**src/hw/adc_trig_pkg.sv**
```systemverilog
package adc_trig_pkg;
  // Register byte addresses (word aligned)
  localparam logic [7:0] ADDR_CHAN_RUN  = 8'h00;
  localparam logic [7:0] ADDR_FORMAT    = 8'h04;
  localparam logic [7:0] ADDR_TRIG_SEL  = 8'h08;
  localparam logic [7:0] ADDR_RES_HIGH  = 8'h0C;
  localparam logic [7:0] ADDR_RES_LOW   = 8'h10;
  localparam logic [7:0] ADDR_IRQ_STAT  = 8'h14;
  localparam logic [7:0] ADDR_IRQ_EN    = 8'h18;
  localparam logic [7:0] ADDR_IRQ_CLR   = 8'h1C;
  localparam logic [7:0] ADDR_CONV_DATA = 8'h20;
  // Field positions
  localparam int BIT_ENABLE   = 0;
  localparam int BIT_GO       = 1;
  localparam int BIT_JUSTIFY  = 7;
  localparam int TRIG_LSB     = 4;
  localparam logic [7:0] CHAN_RUN_MASK = 8'h7F;
  localparam logic [7:0] FORMAT_MASK   = 8'hF3;
  localparam logic [7:0] TRIG_MASK     = 8'hF0;
  // Interrupt status bits
  localparam int IRQ_DONE  = 0;
  localparam int IRQ_TMR0  = 1;
  localparam int IRQ_TMR1  = 2;
  localparam int IRQ_BITS  = 3;
  // Trigger codes
  localparam logic [3:0] TRIG_NONE = 4'h0;
  localparam logic [3:0] TRIG_CCP1 = 4'h1;
  localparam logic [3:0] TRIG_CCP2 = 4'h2;
  localparam logic [3:0] TRIG_T0   = 4'h3;
  localparam logic [3:0] TRIG_T1   = 4'h4;
  localparam logic [3:0] TRIG_T2   = 4'h5;
  localparam logic [3:0] TRIG_C1   = 4'h6;
  localparam logic [3:0] TRIG_C2   = 4'h7;
  localparam logic [3:0] TRIG_M1W  = 4'h8;
  localparam logic [3:0] TRIG_M1P  = 4'h9;
  localparam logic [3:0] TRIG_M2W  = 4'hA;
  localparam logic [3:0] TRIG_M2P  = 4'hB;
  localparam logic [3:0] TRIG_T4   = 4'hC;
  localparam logic [3:0] TRIG_T6   = 4'hD;
  localparam logic [3:0] TRIG_M1M  = 4'hE;
  localparam logic [3:0] TRIG_M2M  = 4'hF;
  localparam int NUM_SRC = 15;
  localparam int RES_W   = 10;
  localparam logic [7:0] RESET_BYTE = 8'h00;
  localparam logic [1:0] RESP_OKAY   = 2'b00;
  localparam logic [1:0] RESP_SLVERR = 2'b10;
endpackage

```
**src/hw/adc_trigger_and_result_format.sv**
```systemverilog
// The AXI4-Lite register port and the address map were chosen for this implementation.
`timescale 1ns/1ps
module adc_trigger_and_result_format
  import adc_trig_pkg::*;
(
  input  wire logic                 clk,
  input  wire logic                 sys_rst,
  input  wire logic [7:0]           s_axi_awaddr,
  input  wire logic                 s_axi_awvalid,
  output logic                      s_axi_awready,
  input  wire logic [31:0]          s_axi_wdata,
  input  wire logic [3:0]           s_axi_wstrb,
  input  wire logic                 s_axi_wvalid,
  output logic                      s_axi_wready,
  output logic [1:0]                s_axi_bresp,
  output logic                      s_axi_bvalid,
  input  wire logic                 s_axi_bready,
  input  wire logic [7:0]           s_axi_araddr,
  input  wire logic                 s_axi_arvalid,
  output logic                      s_axi_arready,
  output logic [31:0]               s_axi_rdata,
  output logic [1:0]                s_axi_rresp,
  output logic                      s_axi_rvalid,
  input  wire logic                 s_axi_rready,
  input  wire logic [NUM_SRC-1:0]   trig_src,
  input  wire logic                 conv_done,
  input  wire logic [RES_W-1:0]     conv_result,
  output logic                      conv_start_reg,
  output logic                      converter_enable_reg,
  output logic [4:0]                input_channel_select_reg,
  output logic                      irq_reg
);

  // Trigger sources arrive as pins of other blocks; bit n is code n+1
  logic [NUM_SRC-1:0] src_meta_reg, src_sync_reg, src_prev_reg;
  logic [7:0] chan_run_reg, format_reg, trig_ctrl_reg;
  logic [7:0] result_high_byte_reg, result_low_byte_reg;
  logic [IRQ_BITS-1:0] irq_stat_reg, irq_en_reg;
  logic done_meta_reg, done_sync_reg, done_prev_reg;
  logic [RES_W-1:0] res_meta_reg, res_sync_reg;
  logic aw_hold_reg, w_hold_reg;
  logic [7:0] aw_addr_reg;
  logic [31:0] w_data_reg;
  logic [3:0]  w_strb_reg;

  // Selected source level, zero code selects nothing
  function automatic logic pick_src(input logic [3:0] code, input logic [NUM_SRC-1:0] v);
    if (code == TRIG_NONE)
      return 1'b0;
    return v[code - 4'h1];
  endfunction

  // Two-stage synchronisers before anything reads the inputs
  always_ff @(posedge clk or posedge sys_rst) begin
    if (sys_rst) begin
      src_meta_reg  <= '0;
      src_sync_reg  <= '0;
      src_prev_reg  <= '0;
      done_meta_reg <= 1'b0;
      done_sync_reg <= 1'b0;
      done_prev_reg <= 1'b0;
      res_meta_reg  <= '0;
      res_sync_reg  <= '0;
    end else begin
      src_meta_reg  <= trig_src;
      src_sync_reg  <= src_meta_reg;
      src_prev_reg  <= src_sync_reg;
      done_meta_reg <= conv_done;
      done_sync_reg <= done_meta_reg;
      done_prev_reg <= done_sync_reg;
      res_meta_reg  <= conv_result;
      res_sync_reg  <= res_meta_reg;
    end
  end

  // Edge of the selected source; comparing same-code samples avoids
  // a false edge when software changes the selection
  logic trig_edge;
  logic done_edge;
  logic busy;
  assign trig_edge = pick_src(trig_ctrl_reg[7:4], src_sync_reg) &
                     ~pick_src(trig_ctrl_reg[7:4], src_prev_reg);
  assign done_edge = done_sync_reg & ~done_prev_reg;
  assign busy      = chan_run_reg[BIT_GO];

  // Write channel: capture address and data in either order
  logic wr_fire;
  assign wr_fire = aw_hold_reg && w_hold_reg && !s_axi_bvalid;
  always_ff @(posedge clk or posedge sys_rst) begin
    if (sys_rst) begin
      aw_hold_reg   <= 1'b0;
      w_hold_reg    <= 1'b0;
      aw_addr_reg   <= '0;
      w_data_reg    <= '0;
      w_strb_reg    <= '0;
      s_axi_awready <= 1'b0;
      s_axi_wready  <= 1'b0;
      s_axi_bvalid  <= 1'b0;
      s_axi_bresp   <= RESP_OKAY;
    end else begin
      s_axi_awready <= !aw_hold_reg && !s_axi_awready && !s_axi_bvalid;
      s_axi_wready  <= !w_hold_reg && !s_axi_wready && !s_axi_bvalid;
      if (s_axi_awvalid && s_axi_awready) begin
        aw_hold_reg <= 1'b1;
        aw_addr_reg <= s_axi_awaddr;
      end
      if (s_axi_wvalid && s_axi_wready) begin
        w_hold_reg <= 1'b1;
        w_data_reg <= s_axi_wdata;
        w_strb_reg <= s_axi_wstrb;
      end
      if (wr_fire) begin
        aw_hold_reg  <= 1'b0;
        w_hold_reg   <= 1'b0;
        s_axi_bvalid <= 1'b1;
        s_axi_bresp  <= (aw_addr_reg <= ADDR_IRQ_CLR && aw_addr_reg[1:0] == 2'b00)
                        ? RESP_OKAY : RESP_SLVERR;
      end else if (s_axi_bvalid && s_axi_bready) begin
        s_axi_bvalid <= 1'b0;
      end
    end
  end

  logic wr_lane0;
  assign wr_lane0 = wr_fire && w_strb_reg[0];

  // Control registers; hardware start and clear of the go flag
  always_ff @(posedge clk or posedge sys_rst) begin
    if (sys_rst) begin
      chan_run_reg   <= RESET_BYTE;
      format_reg     <= RESET_BYTE;
      trig_ctrl_reg  <= RESET_BYTE;
      conv_start_reg <= 1'b0;
    end else begin
      conv_start_reg <= 1'b0;
      if (wr_lane0 && aw_addr_reg == ADDR_FORMAT)
        format_reg <= w_data_reg[7:0] & FORMAT_MASK;
      if (wr_lane0 && aw_addr_reg == ADDR_TRIG_SEL)
        trig_ctrl_reg <= w_data_reg[7:0] & TRIG_MASK;
      if (wr_lane0 && aw_addr_reg == ADDR_CHAN_RUN) begin
        chan_run_reg[7:2]        <= w_data_reg[7:2] & CHAN_RUN_MASK[7:2];
        chan_run_reg[BIT_ENABLE] <= w_data_reg[BIT_ENABLE];
        // Software may start but not abort a running conversion
        if (w_data_reg[BIT_GO] && !busy && w_data_reg[BIT_ENABLE]) begin
          chan_run_reg[BIT_GO] <= 1'b1;
          conv_start_reg       <= 1'b1;
        end
      end
      if (busy && done_edge) begin
        chan_run_reg[BIT_GO] <= 1'b0;
      end else if (trig_edge && !busy && chan_run_reg[BIT_ENABLE]) begin
        chan_run_reg[BIT_GO] <= 1'b1;
        conv_start_reg       <= 1'b1;
      end
    end
  end

  always_ff @(posedge clk or posedge sys_rst) begin
    if (sys_rst) begin
      converter_enable_reg     <= 1'b0;
      input_channel_select_reg <= '0;
    end else begin
      converter_enable_reg     <= chan_run_reg[BIT_ENABLE];
      input_channel_select_reg <= chan_run_reg[6:2];
    end
  end

  // Result load: both bytes in one cycle, unused bits zeroed
  always_ff @(posedge clk or posedge sys_rst) begin
    if (sys_rst) begin
      result_high_byte_reg <= RESET_BYTE;
      result_low_byte_reg  <= RESET_BYTE;
    end else if (busy && done_edge) begin
      if (format_reg[BIT_JUSTIFY]) begin
        result_high_byte_reg <= {6'b00_0000, res_sync_reg[9:8]};
        result_low_byte_reg  <= res_sync_reg[7:0];
      end else begin
        result_high_byte_reg <= res_sync_reg[9:2];
        result_low_byte_reg  <= {res_sync_reg[1:0], 6'b00_0000};
      end
    end else if (wr_lane0 && aw_addr_reg == ADDR_RES_HIGH) begin
      result_high_byte_reg <= w_data_reg[7:0];
    end else if (wr_lane0 && aw_addr_reg == ADDR_RES_LOW) begin
      result_low_byte_reg <= w_data_reg[7:0];
    end
  end

  // Interrupt flags; a new event wins over a clear in the same cycle
  logic [IRQ_BITS-1:0] irq_set;
  logic [IRQ_BITS-1:0] irq_clr;
  assign irq_set = {src_sync_reg[TRIG_T1 - 4'h1] & ~src_prev_reg[TRIG_T1 - 4'h1],
                    src_sync_reg[TRIG_T0 - 4'h1] & ~src_prev_reg[TRIG_T0 - 4'h1],
                    busy & done_edge};
  assign irq_clr = (wr_lane0 && aw_addr_reg == ADDR_IRQ_CLR) ? w_data_reg[IRQ_BITS-1:0] : '0;
  always_ff @(posedge clk or posedge sys_rst) begin
    if (sys_rst) begin
      irq_stat_reg <= '0;
      irq_en_reg   <= '0;
      irq_reg      <= 1'b0;
    end else begin
      irq_stat_reg <= (irq_stat_reg & ~irq_clr) | irq_set;
      if (wr_lane0 && aw_addr_reg == ADDR_IRQ_EN)
        irq_en_reg <= w_data_reg[IRQ_BITS-1:0];
      irq_reg <= |(irq_stat_reg & irq_en_reg);
    end
  end

  // Read channel, one cycle after the address is taken
  always_ff @(posedge clk or posedge sys_rst) begin
    if (sys_rst) begin
      s_axi_arready <= 1'b0;
      s_axi_rvalid  <= 1'b0;
      s_axi_rdata   <= '0;
      s_axi_rresp   <= RESP_OKAY;
    end else begin
      s_axi_arready <= !s_axi_arready && !s_axi_rvalid;
      if (s_axi_arvalid && s_axi_arready) begin
        s_axi_rvalid <= 1'b1;
        s_axi_rresp  <= RESP_OKAY;
        case (s_axi_araddr)
          ADDR_CHAN_RUN:  s_axi_rdata <= {24'h00_0000, chan_run_reg};
          ADDR_FORMAT:    s_axi_rdata <= {24'h00_0000, format_reg};
          ADDR_TRIG_SEL:  s_axi_rdata <= {24'h00_0000, trig_ctrl_reg};
          ADDR_RES_HIGH:  s_axi_rdata <= {24'h00_0000, result_high_byte_reg};
          ADDR_RES_LOW:   s_axi_rdata <= {24'h00_0000, result_low_byte_reg};
          ADDR_IRQ_STAT:  s_axi_rdata <= {29'h0000_0000, irq_stat_reg};
          ADDR_IRQ_EN:    s_axi_rdata <= {29'h0000_0000, irq_en_reg};
          ADDR_IRQ_CLR:   s_axi_rdata <= '0;
          default: begin
            s_axi_rdata <= '0;
            s_axi_rresp <= RESP_SLVERR;
          end
        endcase
      end else if (s_axi_rvalid && s_axi_rready) begin
        s_axi_rvalid <= 1'b0;
      end
    end
  end
endmodule

```
**config.mk**
```make
export PLATFORM = sky130hd
export DESIGN_NAME = adc_trigger_and_result_format
export DESIGN_NICKNAME = d
export VERILOG_FILES = /design/src/hw/adc_trig_pkg.sv /design/src/hw/adc_trigger_and_result_format.sv
export SDC_FILE = /design/constraint.sdc
export NUM_CORES = 1
export LEC_CHECK = 0
export ABC_AREA = 1
export ABC_CLOCK_PERIOD_IN_PS = 7200
export BUFFER_PORTS_ARGS = -buffer_cell sky130_fd_sc_hd__buf_2
export CAP_MARGIN = 20
export CORE_UTILIZATION = 40
export DETAILED_ROUTE_END_ITERATION = 8
export PLACE_DENSITY = 0.69
export SETUP_SLACK_MARGIN = 0.1
export SYNTH_ARGS = -nofsm -noshare
export SYNTH_HDL_FRONTEND = slang
export SYNTH_SLANG_ARGS = --single-unit
```
**constraint.sdc**
```tcl
create_clock -name clk -period 7.2 [get_ports clk]
set_input_delay 0.72 -clock clk [delete_from_list [all_inputs] [get_ports clk]]
set_output_delay 0.72 -clock clk [all_outputs]
set_load 0.01 [all_outputs]
```
# After elaboration in Yosys (flattened, before gate mapping)
# Index checks and enable logic that the tools add are counted.
[totals] mem_bits_ro=0 wordCells=148 memories=0 ff_bits=175 in_bits=85 output_inout_bits=49 ramBits=0 latchBits=0
[classes] bitwise_logic=13 magnitude_cmp=2 n_mul=0 n_mux=35 reduce_logical=50 n_shift=0 add_sub_neg=1 n_eq_ne=14 div_mod_pow=0
[ops] op="$eq 8x5->1 const B" count=7
[ops] op="$mux 8" count=7
[ops] op="$pmux 8 s7" count=1
[ops] op="$eq 8x4->1 const B" count=4
[ops] op="$logic_and 1x1->1" count=26
[ops] op="$mux 1" count=21
[ops] op="$eq 8x3->1 const B" count=2
[ops] op="$logic_not 8->1" count=2
[ops] op="$reduce_bool 2->1" count=6
[ops] op="$bmux 1 s4" count=2
[ops] op="$le 8x5->1 const B" count=1
[ops] op="$logic_not 1->1" count=8
[ops] op="$reduce_or 8->1" count=1
[ops] op="$and 3x3->3" count=2
[ops] op="$mux 2" count=3
[ops] op="$reduce_bool 3->1" count=2
[ops] op="$and 1x1->1" count=5
[ops] op="$lt 4x5->1 const B" count=1
[ops] op="$logic_not 4->1" count=1
[ops] op="$not 1->1" count=4
[ops] op="$reduce_and 2->1" count=2
[ops] op="$sub 4x1->4 const B" count=1
[ops] op="$mux 3" count=1
[ops] op="$not 3->3" count=1
[ops] op="other kinds (4)" count=4

# Longest topological paths before layout
[depth] word_depth=10 mapped_depth=12 mapped_depth_nobuf=11

# Worst setup path before layout
# OpenSTA, ideal clock, no wires.
[synth_timing] path_kind="flip-flop to flip-flop" startpoint="register trig_ctrl_reg[4]" endpoint="register chan_run_reg[1]" slack_ns=5.556 synth_period_minus_slack_ns=1.644 path_stages_with_launch=12 t_arrival_ns=1.525 setup_time_ns=0.119 n_path_buf=1 t_required_ns=7.081 cell_sequence="dfrtp_1 inv_1 ha_1 buf_2 inv_1 nand2_1 a21oi_1 nor2_1 nand2_1 nand3_1 nand3_1 nand2_1"
[synth_between] elab_chain_len=10 elab_cells_between_ends=18 classes_between="1 x add/sub; 9 x mux; 2 x bitwise; 6 x reduce/logical"
[synth_lines] item="from (decl)" line_no="adc_trigger_and_result_format.sv:36" source="logic [7:0] chan_run_reg, format_reg, trig_ctrl_reg;"
[synth_lines] item="from (signal assigned)" line_no="adc_trigger_and_result_format.sv:139" source="trig_ctrl_reg <= w_data_reg[7:0] & TRIG_MASK;"
[synth_lines] item="$sub 4x1->4" line_no="adc_trigger_and_result_format.sv:50" source="return v[code - 4'h1];"
[synth_lines] item="$bmux 1 s4" line_no="adc_trigger_and_result_format.sv:50"
[synth_lines] item="$mux 1 (implied by the code)" line_no="adc_trigger_and_result_format.sv:50"
[synth_lines] item="$mux 1" line_no="adc_trigger_and_result_format.sv:50"
[synth_lines] item="$not 1->1" line_no="adc_trigger_and_result_format.sv:82" source="~pick_src(trig_ctrl_reg[7:4], src_prev_reg);"
[synth_lines] item="$and 1x1->1 (*)" line_no="adc_trigger_and_result_format.sv:81" source="assign trig_edge = pick_src(trig_ctrl_reg[7:4], src_sync_reg) &"
[synth_lines] item="$logic_and 1x1->1 (*) (2 in series)" line_no="adc_trigger_and_result_format.sv:151" source="end else if (trig_edge && !busy && chan_run_reg[BIT_ENABLE]) begin"
[synth_lines] item="$reduce_bool 3->1 (no line) / $mux 1 (equally long branches)"
[synth_lines] item="$reduce_and 2->1 (no line) / $mux 1 (equally long branches)"
[synth_lines] item="to (signal, indexed assignment)" line_no="adc_trigger_and_result_format.sv:142" source="chan_run_reg[BIT_ENABLE] <= w_data_reg[BIT_ENABLE];"
[synth_lines] item="to (decl)" line_no="adc_trigger_and_result_format.sv:36"
# Mark *: on every way between the ends. The rest lies on a longest branch, timed or not. The select of a mux whose other input is x is not followed.
# A chain may end at the register's enable or synchronous reset.

# Final worst setup path
# Same ends and word-level chain as after synthesis.

==> results.cfg <==
[status]
outcome = finished, final reports clean

[final_layout]
postLayoutCellArea_um2 = 7130
diodes = 0
layout_common_cells = nand2_1 (171), dfrtp_1 (149), buf_2 (80), nand3_1 (70), inv_1 (49)
fin_util_pct = 49.0
final_common_cell = nand2_1
layout-drive-gt1-share_pct = 20.9
multi_input_area_um2 = 1870
syn2layout_area_growth_pct = 19.4
n_fill_cell = 1361
seqCellArea_um2 = 3730
final_nets = 780

[synthesis]
ys_ff_latch = 149
ys_seq_area_share_pct = 62.5
synth_area_per_cell_um2 = 9.89
syn_inst = 603
synth_ff_type = dfrtp_1
synth_edf_count = 0
synth_area_um2 = 5970
ys_types = 34
synthArstFlopShare_pct = 100
yosysWarningCount = 0

[clocking]
ctsResizeCount = 0
cts_tree = done
cts_hold_buffers = 0
cts_htree_levels = 4
clock-root-buffer = clkbuf_16
clkTransAtPathRegs_ns = 0.06
cts_setup_buffers = 0
numCtsBuffers = 17
cts_buffer_depth = 2
clkLatencyLatePin_ns = 0.42
clkSinkCount = 149

[power]
p_seq_share_pct = 43.5
vdd.ir_drop.worst_mv = 0.179
power.density_nw_per_um2 = 354
leakage_uw = 0.00365
p_int_uw = 1800
p_sw_uw = 717
switching_share_pct = 28.5
clockPowerShare_pct = 39.5
comb_power_share_pct = 17.0

[sta]
period_minus_slack_ns = 2.29
fmax_ghz = 0.436
drv_slew = 0
max-slew-margin-rel_pct = 46.8
clock_skew_ns = 0.00578
tns_ns = 0
rsz0062_at_grt = false
period_share_pct = 31.8
setup_viol = 0
finalHoldViolCount = 0
hold-worst-slack_ns = 0.341
worst_slew_pin_slew_ns = 0.797

[flow_run]
max-cap-violations = 0

[floorplan]
num_io_pins = 134
die_w_um = 124
initial_core_util_pct = 41.0
die_area_um2 = 15400
rows = 44
coreArea_um2 = 14500
die_h_um = 124

[worst_setup_path]
timing.critical_path.mode_cell = nand2_1
critPathSlowestCell = dfrtp_1
cp-end-kind = flip-flop
critical_path.max_fanout = 15
crit_family = flip-flops
worst-setup-path-type = flip-flop to flip-flop
path_buf_inv = 2
max_stage_delay_ns = 0.65
critPathLaunchType = flip-flop
cp_data_arrival_time_ns = 2.60
cp_data_required_time_ns = 7.51
path_cells = inv_1 -> ha_1 -> inv_1 -> nor2_1 -> nand2_1 -> nand2_1 -> nor2_1 -> nand2_1 -> nand3_1 -> nand3_1 -> nand2_1

[drt]
routed_wl_um = 11700
drt_iter0_markers = 275
drcViolationCount = 0
dr.pass1.iters = 4
vias = 4190
wire_per_inst_um = 13.2
drtAntennaViolNets = 0
vias_per_cell = 4.71

[min_path]
hold_path.class = flip-flop to flip-flop

[grt]
grt_max_degree = 86
grt_overflow = 0
grtUsageTotal_pct = 17.5
grt_pass1_vias = 4148
antenna_found_initial = 0
grt_first_pass_wirelength_um = 19900

[placement]
numPortBuffers = 80
globalplace.congestion = 0.889
dpl_cell_area_um2 = 6450
hpwlAfterDp_um = 8330
[cells in the mapped netlist, types with 2 or more instances]
library cell	number	area share (%)
nand2_1	171	11
dfrtp_1	149	63
nand3_1	70	5.9
inv_1	50	3.1
o21ai_0	35	2.9
buf_4	28	3.5
nor2_1	27	1.7
nor2_4	8	1.5
a22oi_1	7	0.88
nor2_2	7	0.73
o21ai_2	6	0.88
nand2_2	5	0.52
a21oi_1	4	0.34
buf_2	4	0.34
nand3b_1	4	0.50
inv_2	3	0.19
nand4_1	3	0.31
clkbuf_1	2	0.13
clkinv_1	2	0.13
ha_1	2	0.42
nor3_1	2	0.17
xor2_1	2	0.29
[through the flow]
| step | total power (µW) | setup slack, ns | cells |
|---|---|---|---|
| finish | 2520 | 4.91 | 889 |
| global route | 2670 | 4.66 | 889 |
| CTS | 2540 | 4.90 | 889 |
| detailed placement | 1540 | 4.90 | 858 |
| global placement | 1530 | 4.91 | 858 |
| floorplan | 1400 | 2.47 | 628 |
[power by group through the flow]
stage	sequential [µW]	clock, µW	combinational, µW
2_1_floorplan	1090	0	312
3_3_place_gp	1100	0	422
3_5_place_dp	1110	0	433
4_1_cts	1100	1010	436
5_1_grt	1120	1050	501
6_report	1100	996	429
[final cells by class]
| type | count | share of cell area [%] |
|---|---|---|
| well taps | 184 | 3.23 |
| clock buffers | 22 | 6.65 |
| flip-flops and latches | 149 | 52.3 |
| inverters | 56 | 3.04 |
| repair buffers | 81 | 5.72 |
| multi-input cells | 388 | 26.3 |
| clock inverters | 9 | 2.77 |
[worst paths after layout]
| kind | startpoint | to | slack [ns] | depth (start not counted) |
|---|---|---|---|---|
| setup / recovery | trig_ctrl_reg[4] | chan_run_reg[1] | 4.91 | 11 |
| hold / removal | src_meta_reg[0] | src_sync_reg[0] | 0.34 | 0 |
| setup reg to reg | trig_ctrl_reg[4] | chan_run_reg[1] | 4.91 | 11 |
| hold reg to reg | src_meta_reg[0] | src_sync_reg[0] | 0.34 | 0 |
| max in group asynchronous | sys_rst | input_channel_select_reg[0] | 5.49 | 3 |
| min in group asynchronous | sys_rst | s_axi_awready | 0.44 | 2 |
[per-layer routing]
layer	vias up	track usage [%]	routed length, µm
li1	2067	-	-
met1	1952	23.0	5350
met2	148	26.4	5260
met3	23	5.68	846
met4	0	7.96	274
met5	-	0	0
[kinds of logic after synthesis]
group / after synthesis / synth area share, %
other cells: 1 / 0.0629
xor+xnor: 2 / 0.294
buf+inv: 91 / 7.72
compound gates: 55 / 5.41
simple gates: 303 / 23.6
flops: 149 / 62.5
fa+ha+maj: 2 / 0.419
[worst register-to-register path: stages (launching register included)]
cell	delay [ns]
dfrtp_1	0.65
inv_1	0.22
ha_1	0.54
inv_1	0.22
nor2_1	0.12
nand2_1	0.06
nand2_1	0.05
nor2_1	0.04
nand2_1	0.06
nand3_1	0.06
nand3_1	0.12
nand2_1	0.06
Power figures use the tool's default switching activity.
